File: src/inc/pin_mux_regs.svh
// register offsets, field positions, reset values and timing counts
`ifndef PIN_MUX_REGS_SVH
`define PIN_MUX_REGS_SVH
`define OFS_PULL_UP_CTRL   6'h00
`define OFS_PORT_E_ASSIGN  6'h04
`define OFS_EXT_BUS_CTRL   6'h08
`define OFS_MODE_STATUS    6'h0C
`define OFS_PORT_S_PULL    6'h10
`define OFS_RESET_CTRL     6'h14
// pull-up control fields
`define PUC_PORT_E_PUE     4
// port E assign fields
`define PEA_FREE_CYC_EN    7
`define PEA_CLK_OUT_DIS    4
`define PEA_LSTROBE_EN     3
`define PEA_RW_EN          2
// external bus control fields
`define EBC_STRETCH_EN     0
`define EBC_INTERNAL_VISIBILITY           1
`define EBC_STR_CNT_LO     2
`define EBC_TAG_EN         4
// reset control fields
`define RC_SOFT_RESET      0
// reset values
`define PUC_RESET          8'h10
`define PORT_S_PULL_RESET  8'hFF
`define STR_CNT_RESET      2'h3
// timing counts: reset low time in clock cycles, rise time in bus-clock cycles
`define RESET_LOW_CYCLES   16
`define RESET_RISE_CYCLES  32
`endif

File: src/inc/pin_mux_pkg.sv
// types for the pin function and mode latch
package pin_mux_pkg;
	typedef enum logic [2:0] {
		RST_IDLE  = 3'h0,
		RST_DRIVE = 3'h1,
		RST_RISE  = 3'h3,
		RST_RUN   = 3'h2
	} rst_state_t;
	typedef enum logic [2:0] {
		MODE_SPECIAL_SINGLE  = 3'h0,
		MODE_EMUL_NARROW     = 3'h1,
		MODE_SPECIAL_TEST    = 3'h2,
		MODE_EMUL_WIDE       = 3'h3,
		MODE_NORMAL_SINGLE   = 3'h4,
		MODE_NORMAL_NARROW   = 3'h5,
		MODE_PERIPHERAL      = 3'h6,
		MODE_NORMAL_WIDE     = 3'h7
	} mcu_mode_t;
endpackage

File: src/verilog/pin_function_and_mode_latch.sv
// pin function mux, mode strap latch and reset line control
//
// Operation
// - any reset source pulls reset line low, sequence gates normal run
// - clock monitor or watchdog failure drives reset line open-drain
// - debug pin level latched as mode bit C at reset release
// - expanded tagging: low debug pin at falling bus clock tags high half
// - debug pin pseudo-open-drain, pull-up always on
// - ports A/B general I/O, expanded modes carry address/data bus
// - expanded, enabled: free-cycle output high when CPU skips bus
// - oscillator pin latched at release; low Pierce, high Colpitts default
// - port E6 into mode bit B, E5 into mode bit A at release
// - port E6/E5 pull-downs active only while reset line low
// - port E6/E5 double as queue status 1 and 0 outputs
// - normal single-chip: E4 pull-up on from reset, software may clear
// - other modes: E4 starts as bus clock output
// - bus clock runs at half crystal rate out of reset
// - bus clock output set by disable, visibility and stretch bits
// - stop mode halts all clocks including bus clock output
// - bus clock stretch for slow memory, enabled in expanded modes
// - normal narrow: bus clock free for external decode or system clock
// - port E buffer enables mode dependent, test mode enables E3/E2
// - port S pull-ups on at reset; M0,P,Q,T,U pulls off
// - port U3..0 third timer or second PWM, port T first/second timers
// - external writes blocked until read/write pin enable set
//
// Local design decisions: the AXI4-Lite slave port and the placing of the registers.
`timescale 1ns/10ps
`include "pin_mux_regs.svh"

module pin_function_and_mode_latch (
	// clock and reset
	input  wire logic        clk,
	input  wire logic        reset_n,
	// reset sources, stop mode and run enable
	input  wire logic        clock_monitor_fail,
	input  wire logic        watchdog_timer_fail,
	input  wire logic        stop_mode,
	output logic             run_enable,
	// reset pin, open drain
	input  wire logic        reset_pin_in,
	output logic             reset_pin_out,
	output logic             reset_pin_oe,
	// debug pin
	input  wire logic        debug_pin_in,
	output logic             debug_pin_pullup,
	output logic             tag_high_input,
	// strap results
	output logic [2:0]       mcu_mode,
	output logic             osc_type_select,
	// port A and B
	input  wire logic [7:0]  port_a_in,
	input  wire logic [7:0]  port_b_in,
	input  wire logic [7:0]  gpio_a_out,
	input  wire logic [7:0]  gpio_a_oe,
	input  wire logic [7:0]  gpio_b_out,
	input  wire logic [7:0]  gpio_b_oe,
	input  wire logic [15:0] ext_addr_data,
	input  wire logic        ext_drive_data,
	output logic [7:0]       port_a_out,
	output logic [7:0]       port_a_oe,
	output logic [7:0]       port_b_out,
	output logic [7:0]       port_b_oe,
	output logic [15:0]      ext_data_in,
	// port E
	input  wire logic [7:0]  port_e_in,
	input  wire logic [7:0]  gpio_e_out,
	input  wire logic [7:0]  gpio_e_oe,
	input  wire logic        cpu_bus_idle,
	input  wire logic [1:0]  queue_status,
	input  wire logic        ext_access,
	input  wire logic        ext_slow_access,
	input  wire logic        ext_write,
	input  wire logic        ext_low_strobe,
	output logic [7:0]       port_e_out,
	output logic [7:0]       port_e_oe,
	output logic [7:0]       port_e_pullup,
	output logic [1:0]       port_e_pulldown,
	output logic             free_cycle_flag,
	output logic             bus_clock_en,
	output logic             ext_write_allowed,
	// other port pulls and function selects
	input  wire logic        third_timer_sel,
	output logic [7:0]       port_s_pull_en,
	output logic [7:0]       port_s_pull_pol,
	output logic             port_u_low_is_timer,
	// AXI4-Lite slave
	input  wire logic [5:0]  s_axi_awaddr,
	input  wire logic        s_axi_awvalid,
	output logic             s_axi_awready,
	input  wire logic [31:0] s_axi_wdata,
	input  wire logic [3:0]  s_axi_wstrb,
	input  wire logic        s_axi_wvalid,
	output logic             s_axi_wready,
	output logic [1:0]       s_axi_bresp,
	output logic             s_axi_bvalid,
	input  wire logic        s_axi_bready,
	input  wire logic [5:0]  s_axi_araddr,
	input  wire logic        s_axi_arvalid,
	output logic             s_axi_arready,
	output logic [31:0]      s_axi_rdata,
	output logic [1:0]       s_axi_rresp,
	output logic             s_axi_rvalid,
	input  wire logic        s_axi_rready
);

	// ****************************************
	// pin synchronisers
	// ****************************************
	logic [1:0] rst_pin_s;
	logic [1:0] dbg_s;
	logic [1:0] pe_s [0:2];
	logic [2:0] strap_live;

	always_ff @(posedge clk) begin
		rst_pin_s <= {rst_pin_s[0], reset_pin_in};
		dbg_s     <= {dbg_s[0], debug_pin_in};
		pe_s[0]   <= {pe_s[0][0], port_e_in[5]};
		pe_s[1]   <= {pe_s[1][0], port_e_in[6]};
		pe_s[2]   <= {pe_s[2][0], port_e_in[7]};
	end
	assign strap_live = {pe_s[2][1], pe_s[1][1], pe_s[0][1]};

	// ****************************************
	// reset sequence
	// ****************************************
	pin_mux_pkg::rst_state_t st_r;
	logic [5:0]              cnt_r;
	logic                    soft_rst_r;
	logic                    fail_src;
	logic                    line_low;

	assign fail_src = clock_monitor_fail | watchdog_timer_fail | soft_rst_r;
	assign line_low = ~rst_pin_s[1];

	always_ff @(posedge clk) begin
		if (!reset_n) begin
			st_r  <= pin_mux_pkg::RST_DRIVE;
			cnt_r <= 6'h00;
		end else begin
			case (st_r)
			pin_mux_pkg::RST_DRIVE: begin
				if (cnt_r == 6'(`RESET_LOW_CYCLES - 1)) begin
					st_r  <= pin_mux_pkg::RST_RISE;
					cnt_r <= 6'h00;
				end else begin
					cnt_r <= cnt_r + 6'h01;
				end
			end
			pin_mux_pkg::RST_RISE: begin
				if (!line_low) begin
					st_r <= pin_mux_pkg::RST_RUN;
				end else if (cnt_r == 6'(2 * `RESET_RISE_CYCLES - 1)) begin
					st_r  <= pin_mux_pkg::RST_DRIVE;
					cnt_r <= 6'h00;
				end else begin
					cnt_r <= cnt_r + 6'h01;
				end
			end
			pin_mux_pkg::RST_RUN: begin
				if (fail_src) begin
					st_r  <= pin_mux_pkg::RST_DRIVE;
					cnt_r <= 6'h00;
				end else if (line_low) begin
					st_r <= pin_mux_pkg::RST_IDLE;
				end
			end
			pin_mux_pkg::RST_IDLE: begin
				// external reset held low
				if (!line_low) begin
					st_r <= pin_mux_pkg::RST_RUN;
				end
			end
			default: st_r <= pin_mux_pkg::RST_DRIVE;
			endcase
		end
	end

	logic in_reset;
	assign in_reset      = (st_r != pin_mux_pkg::RST_RUN);
	assign run_enable    = ~in_reset;
	assign reset_pin_out = 1'b0;
	assign reset_pin_oe  = (st_r == pin_mux_pkg::RST_DRIVE);

	// ****************************************
	// strap latch
	// ****************************************
	logic [2:0] mode_r;
	logic       osc_r;
	logic       in_reset_d;

	always_ff @(posedge clk) begin
		if (!reset_n) begin
			in_reset_d <= 1'b1;
		end else begin
			in_reset_d <= in_reset;
		end
	end

	always_ff @(posedge clk) begin
		if (in_reset) begin
			mode_r <= {dbg_s[1], strap_live[1], strap_live[0]};
			osc_r  <= strap_live[2];
		end
	end
	assign mcu_mode        = mode_r;
	assign osc_type_select = osc_r;

	logic expanded;
	logic single_norm;
	logic test_mode;
	assign expanded    = mode_r[0];
	assign single_norm = (mode_r == 3'(pin_mux_pkg::MODE_NORMAL_SINGLE));
	assign test_mode   = (mode_r == 3'(pin_mux_pkg::MODE_SPECIAL_TEST));

	// ****************************************
	// control registers
	// ****************************************
	logic [7:0] puc_r;
	logic [7:0] pea_r;
	logic [4:0] ebc_r;
	logic [7:0] pse_r;
	logic [7:0] pss_r;
	logic       wr_fire;
	logic [5:0] wr_addr;
	logic [31:0] wr_data;

	always_ff @(posedge clk) begin
		if (in_reset_d) begin
			puc_r <= `PUC_RESET;
			pea_r <= 8'h00;
			pea_r[`PEA_CLK_OUT_DIS] <= single_norm;
			pea_r[`PEA_RW_EN]       <= test_mode;
			pea_r[`PEA_LSTROBE_EN]  <= test_mode;
			ebc_r <= 5'h00;
			ebc_r[`EBC_STRETCH_EN]  <= expanded;
			ebc_r[`EBC_STR_CNT_LO +: 2] <= `STR_CNT_RESET;
			pse_r <= `PORT_S_PULL_RESET;
			pss_r <= 8'h00;
			soft_rst_r <= 1'b0;
		end else begin
			soft_rst_r <= 1'b0;
			if (wr_fire) begin
				case (wr_addr)
				`OFS_PULL_UP_CTRL:  puc_r <= wr_data[7:0];
				`OFS_PORT_E_ASSIGN: pea_r <= wr_data[7:0];
				`OFS_EXT_BUS_CTRL:  ebc_r <= wr_data[4:0];
				`OFS_PORT_S_PULL:   begin
					pse_r <= wr_data[7:0];
					pss_r <= wr_data[15:8];
				end
				`OFS_RESET_CTRL:    soft_rst_r <= wr_data[`RC_SOFT_RESET];
				default: ;
				endcase
			end
		end
	end

	// ****************************************
	// AXI4-Lite slave
	// ****************************************
	logic        aw_hold_r;
	logic        w_hold_r;
	logic [5:0]  aw_r;
	logic [31:0] w_r;
	logic        aw_ok;

	assign s_axi_awready = ~aw_hold_r & ~s_axi_bvalid;
	assign s_axi_wready  = ~w_hold_r & ~s_axi_bvalid;
	assign wr_fire = aw_hold_r & w_hold_r & ~s_axi_bvalid;
	assign wr_addr = aw_r;
	assign wr_data = w_r;
	assign aw_ok   = (aw_r <= `OFS_RESET_CTRL) && (aw_r[1:0] == 2'h0);

	always_ff @(posedge clk) begin
		if (!reset_n) begin
			aw_hold_r    <= 1'b0;
			w_hold_r     <= 1'b0;
			aw_r         <= 6'h00;
			w_r          <= 32'h0000_0000;
			s_axi_bvalid <= 1'b0;
			s_axi_bresp  <= 2'h0;
		end else begin
			if (s_axi_awvalid && s_axi_awready) begin
				aw_hold_r <= 1'b1;
				aw_r      <= s_axi_awaddr;
			end
			if (s_axi_wvalid && s_axi_wready) begin
				w_hold_r <= 1'b1;
				w_r      <= s_axi_wstrb[0] ? s_axi_wdata : 32'h0000_0000;
			end
			if (wr_fire) begin
				aw_hold_r    <= 1'b0;
				w_hold_r     <= 1'b0;
				s_axi_bvalid <= 1'b1;
				s_axi_bresp  <= (aw_ok && aw_r != `OFS_MODE_STATUS)
					? 2'h0 : 2'h2;
			end else if (s_axi_bready) begin
				s_axi_bvalid <= 1'b0;
			end
		end
	end

	logic [31:0] rd_mux;
	always_comb begin
		rd_mux = 32'h0000_0000;
		case (s_axi_araddr)
		`OFS_PULL_UP_CTRL:  rd_mux[7:0]  = puc_r;
		`OFS_PORT_E_ASSIGN: rd_mux[7:0]  = pea_r;
		`OFS_EXT_BUS_CTRL:  rd_mux[4:0]  = ebc_r;
		`OFS_MODE_STATUS:   rd_mux[3:0]  = {osc_r, mode_r};
		`OFS_PORT_S_PULL:   rd_mux[15:0] = {pss_r, pse_r};
		`OFS_RESET_CTRL:    rd_mux       = 32'h0000_0000;
		default:            rd_mux       = 32'h0000_0000;
		endcase
	end

	assign s_axi_arready = ~s_axi_rvalid;
	always_ff @(posedge clk) begin
		if (!reset_n) begin
			s_axi_rvalid <= 1'b0;
			s_axi_rdata  <= 32'h0000_0000;
			s_axi_rresp  <= 2'h0;
		end else if (s_axi_arvalid && s_axi_arready) begin
			s_axi_rvalid <= 1'b1;
			s_axi_rdata  <= rd_mux;
			s_axi_rresp  <= (s_axi_araddr <= `OFS_RESET_CTRL
				&& s_axi_araddr[1:0] == 2'h0) ? 2'h0 : 2'h2;
		end else if (s_axi_rready) begin
			s_axi_rvalid <= 1'b0;
		end
	end

	// ****************************************
	// bus clock divider and stretch
	// ****************************************
	logic       bus_clock_out_r;
	logic [1:0] str_r;
	logic       stretching;

	always_ff @(posedge clk) begin
		if (!reset_n) begin
			bus_clock_out_r <= 1'b0;
			str_r  <= 2'h0;
		end else if (!stop_mode) begin
			if (bus_clock_out_r && str_r != 2'h0) begin
				str_r <= str_r - 2'h1;
			end else begin
				if (!bus_clock_out_r && ext_slow_access && ebc_r[`EBC_STRETCH_EN]) begin
					str_r <= ebc_r[`EBC_STR_CNT_LO +: 2];
				end
				bus_clock_out_r <= ~bus_clock_out_r;
			end
		end
	end
	assign stretching   = bus_clock_out_r && str_r != 2'h0;
	assign bus_clock_en = bus_clock_out_r & ~stretching & ~stop_mode;

	// ****************************************
	// pin function mux
	// ****************************************
	logic bus_clock_out_pin_on;
	logic tag_en;
	// disable, visibility, ext_access; free clock outside normal single-chip
	assign bus_clock_out_pin_on = ~pea_r[`PEA_CLK_OUT_DIS] &
		(~ext_access | ebc_r[`EBC_INTERNAL_VISIBILITY] | ~single_norm);
	assign tag_en = expanded & ebc_r[`EBC_TAG_EN];

	always_ff @(posedge clk) begin
		if (!reset_n) begin
			tag_high_input <= 1'b0;
		end else if (bus_clock_out_r && !stretching) begin
			tag_high_input <= tag_en & ~dbg_s[1];
		end
	end
	assign debug_pin_pullup = 1'b1;

	always_ff @(posedge clk) begin
		if (expanded && !in_reset) begin
			port_a_out <= ext_addr_data[15:8];
			port_b_out <= ext_addr_data[7:0];
			port_a_oe  <= {8{ext_drive_data}};
			port_b_oe  <= {8{ext_drive_data}};
		end else begin
			port_a_out <= gpio_a_out;
			port_b_out <= gpio_b_out;
			port_a_oe  <= in_reset ? 8'h00 : gpio_a_oe;
			port_b_oe  <= in_reset ? 8'h00 : gpio_b_oe;
		end
		ext_data_in <= {port_a_in, port_b_in};
	end

	logic [7:0] e_fn;
	logic [7:0] e_sel;
	always_comb begin
		e_fn  = gpio_e_out;
		e_sel = 8'h00;
		e_fn[7]  = cpu_bus_idle;
		e_sel[7] = expanded & pea_r[`PEA_FREE_CYC_EN];
		e_fn[6:5]  = queue_status;
		e_sel[6:5] = {2{expanded}};
		e_fn[4]  = bus_clock_out_r;
		e_sel[4] = bus_clock_out_pin_on;
		e_fn[3]  = ext_low_strobe;
		e_sel[3] = pea_r[`PEA_LSTROBE_EN];
		e_fn[2]  = ~(ext_write & pea_r[`PEA_RW_EN]);
		e_sel[2] = pea_r[`PEA_RW_EN];
	end
	assign ext_write_allowed = pea_r[`PEA_RW_EN];

	always_ff @(posedge clk) begin
		if (in_reset) begin
			port_e_out <= 8'h00;
			port_e_oe  <= 8'h00;
		end else begin
			port_e_out <= e_fn;
			port_e_oe  <= (e_sel | gpio_e_oe) & 8'hFC;
		end
		free_cycle_flag <= ~in_reset & e_sel[7] & cpu_bus_idle;
	end

	// strap pull-downs while reset low; pull-ups
	assign port_e_pulldown = {2{in_reset}};
	assign port_e_pullup   = (puc_r[`PUC_PORT_E_PUE] ? 8'h9F : 8'h00)
		& ~port_e_oe & {8{~in_reset}} | 8'h80 & {8{in_reset}};
	assign port_s_pull_en  = pse_r;
	assign port_s_pull_pol = pss_r;
	assign port_u_low_is_timer = third_timer_sel;

endmodule
File: config.mk
export PLATFORM = sky130hd
export DESIGN_NAME = pin_function_and_mode_latch
export DESIGN_NICKNAME = d
export VERILOG_FILES = /design/src/inc/pin_mux_pkg.sv /design/src/verilog/pin_function_and_mode_latch.sv
export VERILOG_INCLUDE_DIRS = /design/src /design/src/inc
export SDC_FILE = /design/constraint.sdc
export NUM_CORES = 1
export LEC_CHECK = 0
export BUFFER_PORTS_ARGS = -buffer_cell sky130_fd_sc_hd__buf_2
export CAP_MARGIN = 5
export CORE_MARGIN = 5
export CORE_UTILIZATION = 50
export DETAILED_ROUTE_END_ITERATION = 10
export PLACE_DENSITY = 0.86
export REMOVE_ABC_BUFFERS = 1
export SLEW_MARGIN = 10
export SYNTH_ARGS = -nofsm -noshare
export SYNTH_HDL_FRONTEND = slang
export SYNTH_SLANG_ARGS = --single-unit
File: constraint.sdc
create_clock -name clk -period 3.48 [get_ports clk]
set_clock_uncertainty 0.15 [all_clocks]
set_input_delay 0.174 -clock clk [delete_from_list [all_inputs] [get_ports clk]]
set_output_delay 0.174 -clock clk [all_outputs]
set_load 0.02 [all_outputs]
==> results of run 1 <==
==> routing by layer <==
| metal | track usage (%) | part of all wire (%) | up-vias |
|---|---|---|---|
| met5 | 0 | 0 | - |
| met4 | 10.2 | 2.2 | 0 |
| met3 | 8.59 | 7.8 | 42 |
| met2 | 48.4 | 53 | 264 |
| met1 | 29.4 | 36 | 2792 |
| li1 | - | - | 2799 |
==> where the power goes <==
part	internal, mW	switching [mW]	total, mW
clock	1.16	0.813	1.98
sequential	2.04	0.0429	2.09
combinational	0.225	0.228	0.453
total	3.43	1.08	4.52
==> worst max-delay path, stage by stage, from the launching register on <==
cell and delay, ns:
sky130_fd_sc_hd__dfxtp_1 0.46, sky130_fd_sc_hd__nand2b_4 0.33, sky130_fd_sc_hd__inv_1 0.29, sky130_fd_sc_hd__nand2_1 0.60, sky130_fd_sc_hd__mux2_2 0.42, sky130_fd_sc_hd__dlygate4sd3_1 0.57
==> cells in the final DEF, fill, tap and decap left out, drive strengths merged, types with 19 or more instances in the layout <==
cell / netlist / layout
buf: 39 / 247
dfxtp: 164 / 164
dlygate4sd3: 0 / 128
nor2: 72 / 72
a21oi: 50 / 50
nand2: 47 / 47
nand3: 29 / 29
mux2i: 29 / 29
mux2: 27 / 27
conb: 2 / 24
inv: 18 / 23
o21ai: 19 / 19
==> cell families (layout without fill, tap and decap cells) <==
| kind of cell | count (synthesis) | after routing | share of synthesized area [%] |
|---|---|---|---|
| AND/OR/NAND/NOR | 194 | 194 | 15.0 |
| flip-flops | 172 | 172 | 56.1 |
| AO/OA/AOI/OAI | 116 | 116 | 11.6 |
| buffers and inverters | 81 | 425 | 6.96 |
| multiplexers | 56 | 56 | 9.47 |
| adder cells (fa/ha/maj) | 2 | 2 | 0.399 |
| other | 2 | 26 | 0.120 |
| XOR/XNOR | 2 | 2 | 0.279 |
==> through the flow <==
step | instance area [um2] | hold slack [ns] | worst slack [ns] | total power [mW] | instances
floorplan | 5990 | 0.0517 | 0.791 | 2.30 | 584
global placement | 7460 | 0.126 | 1.19 | 2.45 | 1003
detailed placement | 7460 | 0.128 | 1.16 | 2.45 | 1003
CTS | 9360 | 0.000509 | 0.597 | 4.52 | 1163
global route | 9360 | 0.0303 | 0.405 | 4.67 | 1163
finish | 9370 | 0.0283 | 0.525 | 4.52 | 1165
==> cells in the mapped netlist (2+ instances only) <==
library cell and n:
sky130_fd_sc_hd__a211o_1 10, sky130_fd_sc_hd__a211oi_1 2, sky130_fd_sc_hd__a21o_1 16, sky130_fd_sc_hd__a21oi_1 50, sky130_fd_sc_hd__a221oi_1 5, sky130_fd_sc_hd__a31oi_1 2, sky130_fd_sc_hd__a32oi_1 4, sky130_fd_sc_hd__and2_1 10
sky130_fd_sc_hd__and3_1 3, sky130_fd_sc_hd__buf_2 7, sky130_fd_sc_hd__buf_4 31, sky130_fd_sc_hd__clkbuf_1 24, sky130_fd_sc_hd__conb_1 2, sky130_fd_sc_hd__dfxtp_1 164, sky130_fd_sc_hd__edfxtp_1 8, sky130_fd_sc_hd__ha_1 2
sky130_fd_sc_hd__inv_1 18, sky130_fd_sc_hd__mux2_2 27, sky130_fd_sc_hd__mux2i_1 29, sky130_fd_sc_hd__nand2_1 47, sky130_fd_sc_hd__nand2b_1 4, sky130_fd_sc_hd__nand3_1 29, sky130_fd_sc_hd__nand3b_1 2, sky130_fd_sc_hd__nand4b_1 2
sky130_fd_sc_hd__nor2_1 72, sky130_fd_sc_hd__nor2b_1 4, sky130_fd_sc_hd__nor3_1 7, sky130_fd_sc_hd__nor3b_1 2, sky130_fd_sc_hd__o21ai_0 19, sky130_fd_sc_hd__o22ai_1 2, sky130_fd_sc_hd__o31ai_1 2, sky130_fd_sc_hd__xor2_1 2
==> area by class of cell <==
type,count,share of cell area (%)
clock buffers,18,4.69
repair buffers,375,27.0
well taps,172,2.30
diodes,2,0.0534
clock inverters,14,1.95
inverters,18,0.721
flip-flops and latches,172,37.6
multi-input cells,394,25.7
==> path summary, 6_finish.rpt <==
check | startpoint | end | depth (start not counted)
hold reg to reg | pe_s[0][0] | pe_s[0][1] | 0
setup / recovery | st_r[0] | port_a_out[2] | 5
hold / removal | watchdog_timer_fail | st_r[1] | 4
setup reg to reg | st_r[0] | port_a_out[2] | 5
==> tab_implementation.tex, run 1 <==
\begin{tabular}{lr}
\hline
Metric & Value \\
\hline
\multicolumn{2}{l}{\textbf{Timing}} \\
Final Setup Violations & 0 \\
Maximum clock frequency & 338 MHz \\
Max-slew violation count & 0 \\
Worst slew margin relative to its limit & 35.0\% \\
Slew at the pin closest to its max-slew limit & 0.972 ns \\
Hold Fails Final Rpt & 0 \\
Portion of the clock cycle consumed by the worst path in the final layout & 84.9\% \\
Sum of negative setup slack & 0 ns \\
Final critical-path required period & 2.95 ns \\
Setup repair after global routing missed its margin & false \\
\multicolumn{2}{l}{\textbf{Logic synthesis}} \\
Top\_reg\_cell synth & sky130\_fd\_sc\_hd\_\_dfxtp\_1 \\
Leading post-synthesis cells by cell area & sky130\_fd\_sc\_hd\_\_dfxtp\_1, sky130\_fd\_sc\_hd\_\_mux2\_2, sky130\_fd\_sc\_hd\_\_mux2i\_1 \\
FF+latch count, synth & 172 \\
Count of mapped cells out of synthesis & 625 \\
Yosys warnings & 0 \\
Distinct cells, synth & 49 \\
Yosys top cell by area & sky130\_fd\_sc\_hd\_\_dfxtp\_1 \\
Fraction of the yosys area taken by sequential cells & 56.1\% \\
Post-synth EDFFs & 8 \\
Average cell area after synthesis & 10.0 um2 \\
Share of the synthesized area in the top cell type & 52.3\% \\
Synth Cell Area & 6280 um2 \\
Share of synthesized flip-flops with an asynchronous set or reset & 0\% \\
\multicolumn{2}{l}{\textbf{Flow run}} \\
\# Max-Cap Violations & 0 \\
\multicolumn{2}{l}{\textbf{Worst setup path}} \\
Kind of start point of the critical path & register \\
Crit path kind & register to register \\
Worst endpoint required time & 3.63 ns \\
Largest fanout on the critical path & 18 \\
Endpoint type of the worst setup path & register \\
Register-to-register setup slack & 0.53 ns \\
Worst EP arrival & 3.10 ns \\
\multicolumn{2}{l}{\textbf{Finish}} \\
Layout area overhead & 49.3\% \\
Fraction of layout instances using a drive strength above 1 & 31.9\% \\
Multi-input gate area & 2410 um2 \\
Finished Core Util & 75.2\% \\
Final layout net count & 1137 \\
Fill cell count & 833 \\
Largest registers & ext\_data\_in (16), s\_axi\_rdata (16), w\_r (16) \\
Register Area & 3520 um2 \\
\multicolumn{2}{l}{\textbf{Placement}} \\
Weighted congestion at the end of routability-driven global placement & 0.815 \\
Number of port buffers & 242 \\
HPWL after DPL & 12100 um \\
\multicolumn{2}{l}{\textbf{Floorplanning}} \\
Area of the placeable core & 12500 um2 \\
\# rows & 41 \\
\# IOs & 301 \\
Vertical die dimension & 122 um \\
Die Area & 14900 um2 \\
Starting utilization of the core area & 50.4\% \\
Horizontal die dimension & 122 um \\
\multicolumn{2}{l}{\textbf{Hold path}} \\
Path type of the worst min-delay path & input port to register \\
\multicolumn{2}{l}{\textbf{Clocking}} \\
CTS max path bufs & 2 \\
Clock latency on the worst-skew pair & 0.43 ns \\
CTS tree & done \\
Clock-pin slew reported for the worst setup and hold paths after clock tree synthesis & 0.07 ns \\
Total setup buffers inserted after CTS & 0 \\
H-tree depth & 4 \\
Inserted Clock Buffers & 17 \\
Resized cells post-CTS & 0 \\
Root cell of the clock tree & sky130\_fd\_sc\_hd\_\_clkbuf\_16 \\
Number of hold buffers added after cts & 128 \\
Clock tree sinks & 172 \\
\multicolumn{2}{l}{\textbf{Pwr}} \\
Worst IR drop on VDD & 0.000628 V \\
Power per Cell Area & 482 nW/um2 \\
Leakage power summed over all cells & 4.29 nW \\
\multicolumn{2}{l}{\textbf{Routing}} \\
Wirelength per Cell & 17.5 um \\
First-pass iteration count of the detailed router & 5 \\
DRT iter0 DRCs & 305 \\
Total DRC errors in the routed layout & 0 \\
DRT antenna net count & 0 \\
Vias per cell & 5.06 \\
Final wirelength & 20400 um \\
Via Count & 5897 \\
\multicolumn{2}{l}{\textbf{Run status}} \\
Run status & completed \\
\multicolumn{2}{l}{\textbf{GRT}} \\
GR Util All Layers & 26.9\% \\
Congestion Overflow GR & 0 \\
Pin count of the biggest net entering global routing & 39 \\
Via count of the first global-routing pass & 5958 \\
First-pass GRT wire length & 30700 um \\
Number of antenna violations at the first check in global routing & 0 \\
\hline
\end{tabular}
No activity file was read; power rests on OpenSTA's default activity.
==> inputs of run 2 (changes only) <==
- CORE_UTILIZATION: 50 -> 46
- PLACE_DENSITY: 0.86 -> 0.8
- clock period: 3.48 -> 3 ns (I/O delays scaled with it)
==> run 2 against run 1 <==
  * Die area up 8.0%
  * Sequential share of layout area down 0.39 points
  * Total power up 18%
  * Sequential power up 16%
  * Wire length down 4.6%
  * Via count down 1.6%
  * Worst hold slack better by 0.00052 ns
  * Largest power group unchanged
  * Core utilization down 4.0 points
  * Largest cell class unchanged
  * Highest routed layer unchanged
  * Cell area up 1.0%
  * Clock power up 20%
  * Count of clock-buffer cells in the layout up 3
==> tab_implementation.tex, run 2 (synthesized netlist as in run 1, its figures left out) <==
\begin{tabular}{lr}
\hline
Metric & Value \\
\hline
\multicolumn{2}{l}{\textbf{Run status}} \\
Run status & completed \\
\multicolumn{2}{l}{\textbf{Finish}} \\
Final layout net count & 1145 (+0.70\%) \\
Leading cell types in the layout, fill and taps excluded & sky130\_fd\_sc\_hd\_\_buf\_2, sky130\_fd\_sc\_hd\_\_dfxtp\_1, sky130\_fd\_sc\_hd\_\_dlygate4sd3\_1 \\
Commonest non-fill, non-tap cell in the layout & sky130\_fd\_sc\_hd\_\_buf\_2 \\
Largest registers & ext\_data\_in (16), s\_axi\_rdata (16), w\_r (16) \\
Fill cell count & 950 (+14\%) \\
Fraction of layout instances using a drive strength above 1 & 32.2\% (+0.35 points) \\
Layout area overhead & 50.8\% \\
Antenna cells & 0 (-2) \\
\multicolumn{2}{l}{\textbf{Timing}} \\
Sum of negative setup slack & 0 ns (unchanged) \\
Portion of the clock cycle consumed by the worst path in the final layout & 89.5\% (+4.6 points) \\
Hold Fails Final Rpt & 0 (unchanged) \\
Maximum clock frequency & 372 MHz (+10\%) \\
Setup repair after global routing missed its margin & false \\
Worst slew margin relative to its limit & 44.6\% (+9.6 points) \\
Final Setup Violations & 0 (unchanged) \\
Max-slew violation count & 0 (unchanged) \\
Final critical-path required period & 2.68 ns (-0.270 ns) \\
Slew at the pin closest to its max-slew limit & 0.830 ns (-0.142 ns) \\
\multicolumn{2}{l}{\textbf{Worst setup path}} \\
Crit path kind & register to register \\
Register-to-register setup slack & 0.32 ns (-0.21 ns) \\
Endpoint type of the worst setup path & register \\
Largest fanout on the critical path & 18 (unchanged) \\
R2r startpoint & st\_r[0] \\
Reg2reg end & port\_b\_out[2] \\
Kind of start point of the critical path & register \\
Worst EP arrival & 2.83 ns (-0.27 ns) \\
Crit path buffers/inverters & 2 (unchanged) \\
Worst endpoint required time & 3.15 ns (-0.48 ns) \\
Largest stage delay on the critical path & 0.56 ns (-0.04 ns) \\
Cell type of the slowest stage on the worst timing path & sky130\_fd\_sc\_hd\_\_dlygate4sd3\_1 \\
Cell type group with the largest total delay on the critical path & simple AND/OR/NAND/NOR gates \\
Ordered cell list for the critical path & nand2b\_4 > inv\_1 > nand2\_1 > mux2\_2 > dlygate4sd3\_1 \\
R2R depth & 5 (unchanged) \\
\multicolumn{2}{l}{\textbf{Pwr}} \\
Total power consumption of the routed design & 5.31 mW (+18\%) \\
Clk pwr share & 44.6\% (+0.8 points) \\
Power per Cell Area & 561 nW/um2 (+16\%) \\
Worst IR drop on VDD & 0.000677 V (+7.8\%) \\
Comb pwr share & 9.8\% (-0.2 points) \\
Switching Share & 22.9\% (-1.1 points) \\
Leakage power summed over all cells & 4.34 nW (+1.3\%) \\
Reported net switching power & 1.21 mW (+12\%) \\
Seq pwr share & 45.6\% (-0.6 points) \\
Internal cell power & 4.10 mW (+19\%) \\
\multicolumn{2}{l}{\textbf{Routing}} \\
Final wirelength & 19500 um (-4.6\%) \\
Vias per cell & 4.94 (-2.4\%) \\
First-pass iteration count of the detailed router & 5 (unchanged) \\
DRT antenna net count & 0 (unchanged) \\
WL met1 & 7400 um (-0.68\%) \\
DRT iter0 DRCs & 336 (+10\%) \\
Wirelength per Cell & 16.6 um (-5.4\%) \\
Total DRC errors in the routed layout & 0 (unchanged) \\
Via Count & 5802 (-1.6\%) \\
DR top layer & met4 \\
Metal2 WL & 9850 um (-9.8\%) \\
Met3 WL post-DR & 1620 um (+1.8\%) \\
\multicolumn{2}{l}{\textbf{Hold path}} \\
Path type of the worst min-delay path & input port to register \\
Endpoint of the worst hold path & s\_axi\_rresp[1] \\
Hold depth & 4 (unchanged) \\
Critical hold path startpoint & s\_axi\_araddr[0] \\
\multicolumn{2}{l}{\textbf{Floorplanning}} \\
Horizontal die dimension & 127 um (+3.9\%) \\
Vertical die dimension & 127 um (+3.9\%) \\
Die Area & 16100 um2 (+8.0\%) \\
Starting utilization of the core area & 47.2\% (-3.1 points) \\
Area of the placeable core & 13300 um2 (+6.7\%) \\
\# rows & 42 (+2.4\%) \\
\# IOs & 301 (unchanged) \\
\multicolumn{2}{l}{\textbf{GRT}} \\
First-pass GRT wire length & 29900 um (-2.5\%) \\
Pin count of the biggest net entering global routing & 27 (-31\%) \\
GR Util All Layers & 23.6\% (-3.3 points) \\
Via count of the first global-routing pass & 5913 (-0.76\%) \\
Number of antenna violations at the first check in global routing & 0 (unchanged) \\
Congestion Overflow GR & 0 (unchanged) \\
\multicolumn{2}{l}{\textbf{Clocking}} \\
Root cell of the clock tree & sky130\_fd\_sc\_hd\_\_clkbuf\_16 \\
CTS max path bufs & 2 (unchanged) \\
Inserted Clock Buffers & 17 (unchanged) \\
Resized cells post-CTS & 0 (unchanged) \\
Clock-pin slew reported for the worst setup and hold paths after clock tree synthesis & 0.06 ns (about the same) \\
Clock tree sinks & 172 (unchanged) \\
Clock latency on the worst-skew pair & 0.42 ns (about the same) \\
H-tree depth & 4 (unchanged) \\
CTS tree & done \\
\multicolumn{2}{l}{\textbf{Placement}} \\
HPWL after DPL & 12700 um (+4.6\%) \\
Number of port buffers & 242 (unchanged) \\
Weighted congestion at the end of routability-driven global placement & 0.846 (+3.7\%) \\
\multicolumn{2}{l}{\textbf{Flow run}} \\
\# Max-Cap Violations & 0 (unchanged) \\
\hline
\end{tabular}
## run 2: area by class of cell
cell class | count | area (um2) | area share, %
Sequential cell | 172 | 3520 | 37.2
Timing Repair Buffer | 383 | 2590 | 27.4
Multi-Input combinational cell | 394 | 2410 | 25.4
Clock buffer | 21 | 503 | 5.31
Tap cell | 176 | 220 | 2.33
Clock inverter | 11 | 151 | 1.60
Inverter | 18 | 67.6 | 0.714
## run 2: worst max path at each step
| stage | start | end | slack [ns] | depth (start not counted) |
|---|---|---|---|---|
| global route | st_r[0] | port_a_out[1] | 0.20 | 5 |
| global placement | st_r[0] | port_a_out[6] | 0.97 | 4 |
| floorplan | s_axi_bvalid | puc_r[0] | 0.31 | 4 |
| CTS | st_r[0] | port_a_out[3] | 0.35 | 5 |
| detailed placement | st_r[0] | port_a_out[3] | 0.91 | 4 |
| finish | st_r[0] | port_b_out[2] | 0.32 | 5 |
## run 2: stage by stage
stage / hold WS, ns / setup WS [ns] / util (%) / instances / instance area (um2)
4_1_cts: 0.00929 / 0.348 / 71.2 / 1175 / 9470
2_1_floorplan: 0.0277 / 0.311 / - / 584 / 5990
5_1_grt: 0.0424 / 0.195 / 71.2 / 1175 / 9470
3_5_place_dp: 0.104 / 0.907 / 56.5 / 1013 / 7510
6_report: 0.0288 / 0.315 / 71.2 / 1175 / 9470
3_3_place_gp: 0.102 / 0.971 / 56.5 / 1013 / 7510
## run 2: power groups by stage
stage | Combinational [mW] | Clock [mW] | Sequential (mW)
final | 0.523 | 2.37 | 2.42
after global placement | 0.375 | 0 | 2.47
after detailed placement | 0.383 | 0 | 2.47
after floorplan | 0.162 | 0 | 2.50
after global routing | 0.567 | 2.49 | 2.43
after CTS | 0.512 | 2.41 | 2.42
## run 2: worst register-to-register path, cell delays in order, from the launching register on
cell                            delay, ns
sky130_fd_sc_hd__dfxtp_1             0.47
sky130_fd_sc_hd__nand2b_4            0.34
sky130_fd_sc_hd__inv_1               0.10
sky130_fd_sc_hd__nand2_1             0.53
sky130_fd_sc_hd__mux2_2              0.42
sky130_fd_sc_hd__dlygate4sd3_1       0.56
## run 2: what timing repair did
action                    CTS  global route
hold endpoints to repair  108             0
hold buffers              130             0
setup buffers               0             0
## run 2: per-layer routing
metal	vias up	global-route usage, %
li1	2808	-
met1	2710	26.0
met2	244	41.5
met3	40	8.07
met4	0	9.34
met5	-	0
==> inputs of run 3 (changes only) <==
- CORE_UTILIZATION: 46 -> 30
- PLACE_DENSITY: 0.8 -> default
==> run 3 against run 2 <==
  * Maximum frequency up 1.6%
  * Cell area down 0.54%
  * Global-route usage down 7.9 points
  * Critical path depth unchanged
  * Worst hold slack worse by 0.015 ns
  * Sequential cell count unchanged
  * Critical endpoint is now port_a_out[4]
  * Clock power down 5%
  * Final cell count up 7.2%
  * Core utilization down 26 points
  * Count of clock-buffer cells in the layout unchanged
  * Non-clock buffer count down 14
  * Highest routed layer unchanged
==> tab_implementation.tex, run 3 (synthesized netlist as in run 1, its figures left out) <==
\begin{tabular}{lr}
\hline
Metric & Value \\
\hline
\multicolumn{2}{l}{\textbf{Clocking}} \\
Resized cells post-CTS & 0 (unchanged) \\
CTS max path bufs & 2 (unchanged) \\
CTS tree & done \\
Inserted Clock Buffers & 17 (unchanged) \\
Clock-pin slew reported for the worst setup and hold paths after clock tree synthesis & 0.07 ns (about the same) \\
Clock tree sinks & 172 (unchanged) \\
Clock latency on the worst-skew pair & 0.41 ns (about the same) \\
H-tree depth & 4 (unchanged) \\
Root cell of the clock tree & sky130\_fd\_sc\_hd\_\_clkbuf\_16 \\
\multicolumn{2}{l}{\textbf{Placement}} \\
Number of port buffers & 242 (unchanged) \\
Dpl ws & 0.900 ns (-0.00714 ns) \\
HPWL after DPL & 12900 um (+1.7\%) \\
Weighted congestion at the end of routability-driven global placement & 0.781 (-7.6\%) \\
\multicolumn{2}{l}{\textbf{Routing}} \\
Wirelength per Cell & 15.2 um (-8.5\%) \\
DRT antenna net count & 0 (unchanged) \\
Via Count & 5573 (-3.9\%) \\
DRT iter0 DRCs & 234 (-30\%) \\
Final wirelength & 19100 um (-1.9\%) \\
Vias per cell & 4.42 (-10\%) \\
Total DRC errors in the routed layout & 0 (unchanged) \\
First-pass iteration count of the detailed router & 4 (-1) \\
\multicolumn{2}{l}{\textbf{Floorplanning}} \\
Vertical die dimension & 155 um (+22\%) \\
Die Area & 23900 um2 (+49\%) \\
\# rows & 53 (+26\%) \\
Area of the placeable core & 20800 um2 (+57\%) \\
\# IOs & 301 (unchanged) \\
Starting utilization of the core area & 30.1\% (-17 points) \\
Horizontal die dimension & 155 um (+22\%) \\
\multicolumn{2}{l}{\textbf{Finish}} \\
Fraction of layout instances using a drive strength above 1 & 32.3\% (+0.052 points) \\
Final layout net count & 1131 (-1.2\%) \\
Antenna cells & 0 (unchanged) \\
Largest registers & ext\_data\_in (16), s\_axi\_rdata (16), w\_r (16) \\
Commonest non-fill, non-tap cell in the layout & sky130\_fd\_sc\_hd\_\_buf\_2 \\
Leading cell types in the layout, fill and taps excluded & sky130\_fd\_sc\_hd\_\_buf\_2, sky130\_fd\_sc\_hd\_\_dfxtp\_1, sky130\_fd\_sc\_hd\_\_dlygate4sd3\_1 \\
Fill cell count & 2047 (+120\%) \\
Layout area overhead & 50.0\% \\
Finished Core Util & 45.2\% (-26 points) \\
\multicolumn{2}{l}{\textbf{Worst setup path}} \\
Crit path kind & register to register \\
Worst endpoint required time & 3.14 ns (about the same) \\
Worst EP arrival & 2.79 ns (-0.04 ns) \\
Endpoint type of the worst setup path & register \\
Kind of start point of the critical path & register \\
Largest fanout on the critical path & 18 (unchanged) \\
\multicolumn{2}{l}{\textbf{Timing}} \\
Worst slew margin relative to its limit & 50.3\% (+5.7 points) \\
Final Setup Violations & 0 (unchanged) \\
Sum of negative setup slack & 0 ns (unchanged) \\
Final critical-path required period & 2.64 ns (-0.0415 ns) \\
Slew at the pin closest to its max-slew limit & 0.744 ns (-0.0863 ns) \\
Portion of the clock cycle consumed by the worst path in the final layout & 88.1\% (-1.4 points) \\
Maximum clock frequency & 378 MHz (+1.6\%) \\
Setup repair after global routing missed its margin & false \\
Hold Fails Final Rpt & 0 (unchanged) \\
Worst hold margin & 0.0137 ns (-0.0152 ns) \\
Max-slew violation count & 0 (unchanged) \\
Final worst-path setup slack & 0.357 ns (+0.0415 ns) \\
\multicolumn{2}{l}{\textbf{GRT}} \\
Congestion Overflow GR & 0 (unchanged) \\
Pin count of the biggest net entering global routing & 36 (+33\%) \\
Number of antenna violations at the first check in global routing & 0 (unchanged) \\
First-pass GRT wire length & 29700 um (-0.60\%) \\
Via count of the first global-routing pass & 5628 (-4.8\%) \\
GR Util All Layers & 15.6\% (-7.9 points) \\
\multicolumn{2}{l}{\textbf{Pwr}} \\
Total power consumption of the routed design & 5.18 mW (-2.6\%) \\
Leakage power summed over all cells & 4.29 nW (-1.3\%) \\
Worst IR drop on VDD & 0.000357 V (-47\%) \\
Power per Cell Area & 550 nW/um2 (-2.1\%) \\
\multicolumn{2}{l}{\textbf{Run status}} \\
Run status & completed \\
\multicolumn{2}{l}{\textbf{Flow run}} \\
\# Max-Cap Violations & 0 (unchanged) \\
\multicolumn{2}{l}{\textbf{Hold path}} \\
Path type of the worst min-delay path & input port to register \\
\hline
\end{tabular}
[run 3: path summary, 6_finish.rpt]
check | start | end | slack, ns | depth (start not counted)
worst min register to register | pe_s[0][0] | pe_s[0][1] | 0.17 | 0
worst min-delay path | s_axi_wstrb[0] | w_r[8] | 0.01 | 3
worst max-delay path | st_r[0] | port_a_out[4] | 0.36 | 5
worst max register to register | st_r[0] | port_a_out[4] | 0.36 | 5
[run 3: repair_timing]
| action | CTS | global route |
|---|---|---|
| endpoints found under the hold margin | 105 | 0 |
| buffers inserted | 0 | 0 |
| setup endpoints to repair | 0 | 0 |
| hold buffers | 118 | 0 |
[run 3: where the power goes]
| part | switching [mW] | internal (mW) | leakage, nW |
|---|---|---|---|
| registers | 0.0434 | 2.37 | 1.43 |
| clock network | 0.929 | 1.31 | 0.291 |
| logic | 0.263 | 0.257 | 2.57 |
| total | 1.24 | 3.94 | 4.29 |
[run 3: layout make-up]
cell class	instances	area (um2)	share of cell area (%)
clock buffers	21	472	5.01
clock inverters	11	130	1.38
inverters	18	67.6	0.718
multi-input cells	394	2410	25.6
flip-flops and latches	172	3520	37.4
well taps	275	344	3.65
repair buffers	369	2470	26.3
[run 3: stage by stage]
step	cells	cell area [um2]
CTS	1260	9420
global placement	1110	7630
finish	1260	9420
floorplan	584	5990
global route	1260	9420
detailed placement	1110	7630
[run 3: worst max-delay path, cell delays in order, from the launching register on]
cell                            delay [ns]
sky130_fd_sc_hd__dfxtp_1              0.46
sky130_fd_sc_hd__nand2b_4             0.33
sky130_fd_sc_hd__inv_1                0.09
sky130_fd_sc_hd__nand2_1              0.52
sky130_fd_sc_hd__mux2_2               0.42
sky130_fd_sc_hd__dlygate4sd3_1        0.57
[run 3: metal layers]
metal	vias up	wire [um]	track usage, %
met3	20	1320	4.45
met4	0	301	4.63
li1	2779	-	-
met5	-	0	0
met1	2600	7920	19.1
met2	174	9570	26.8
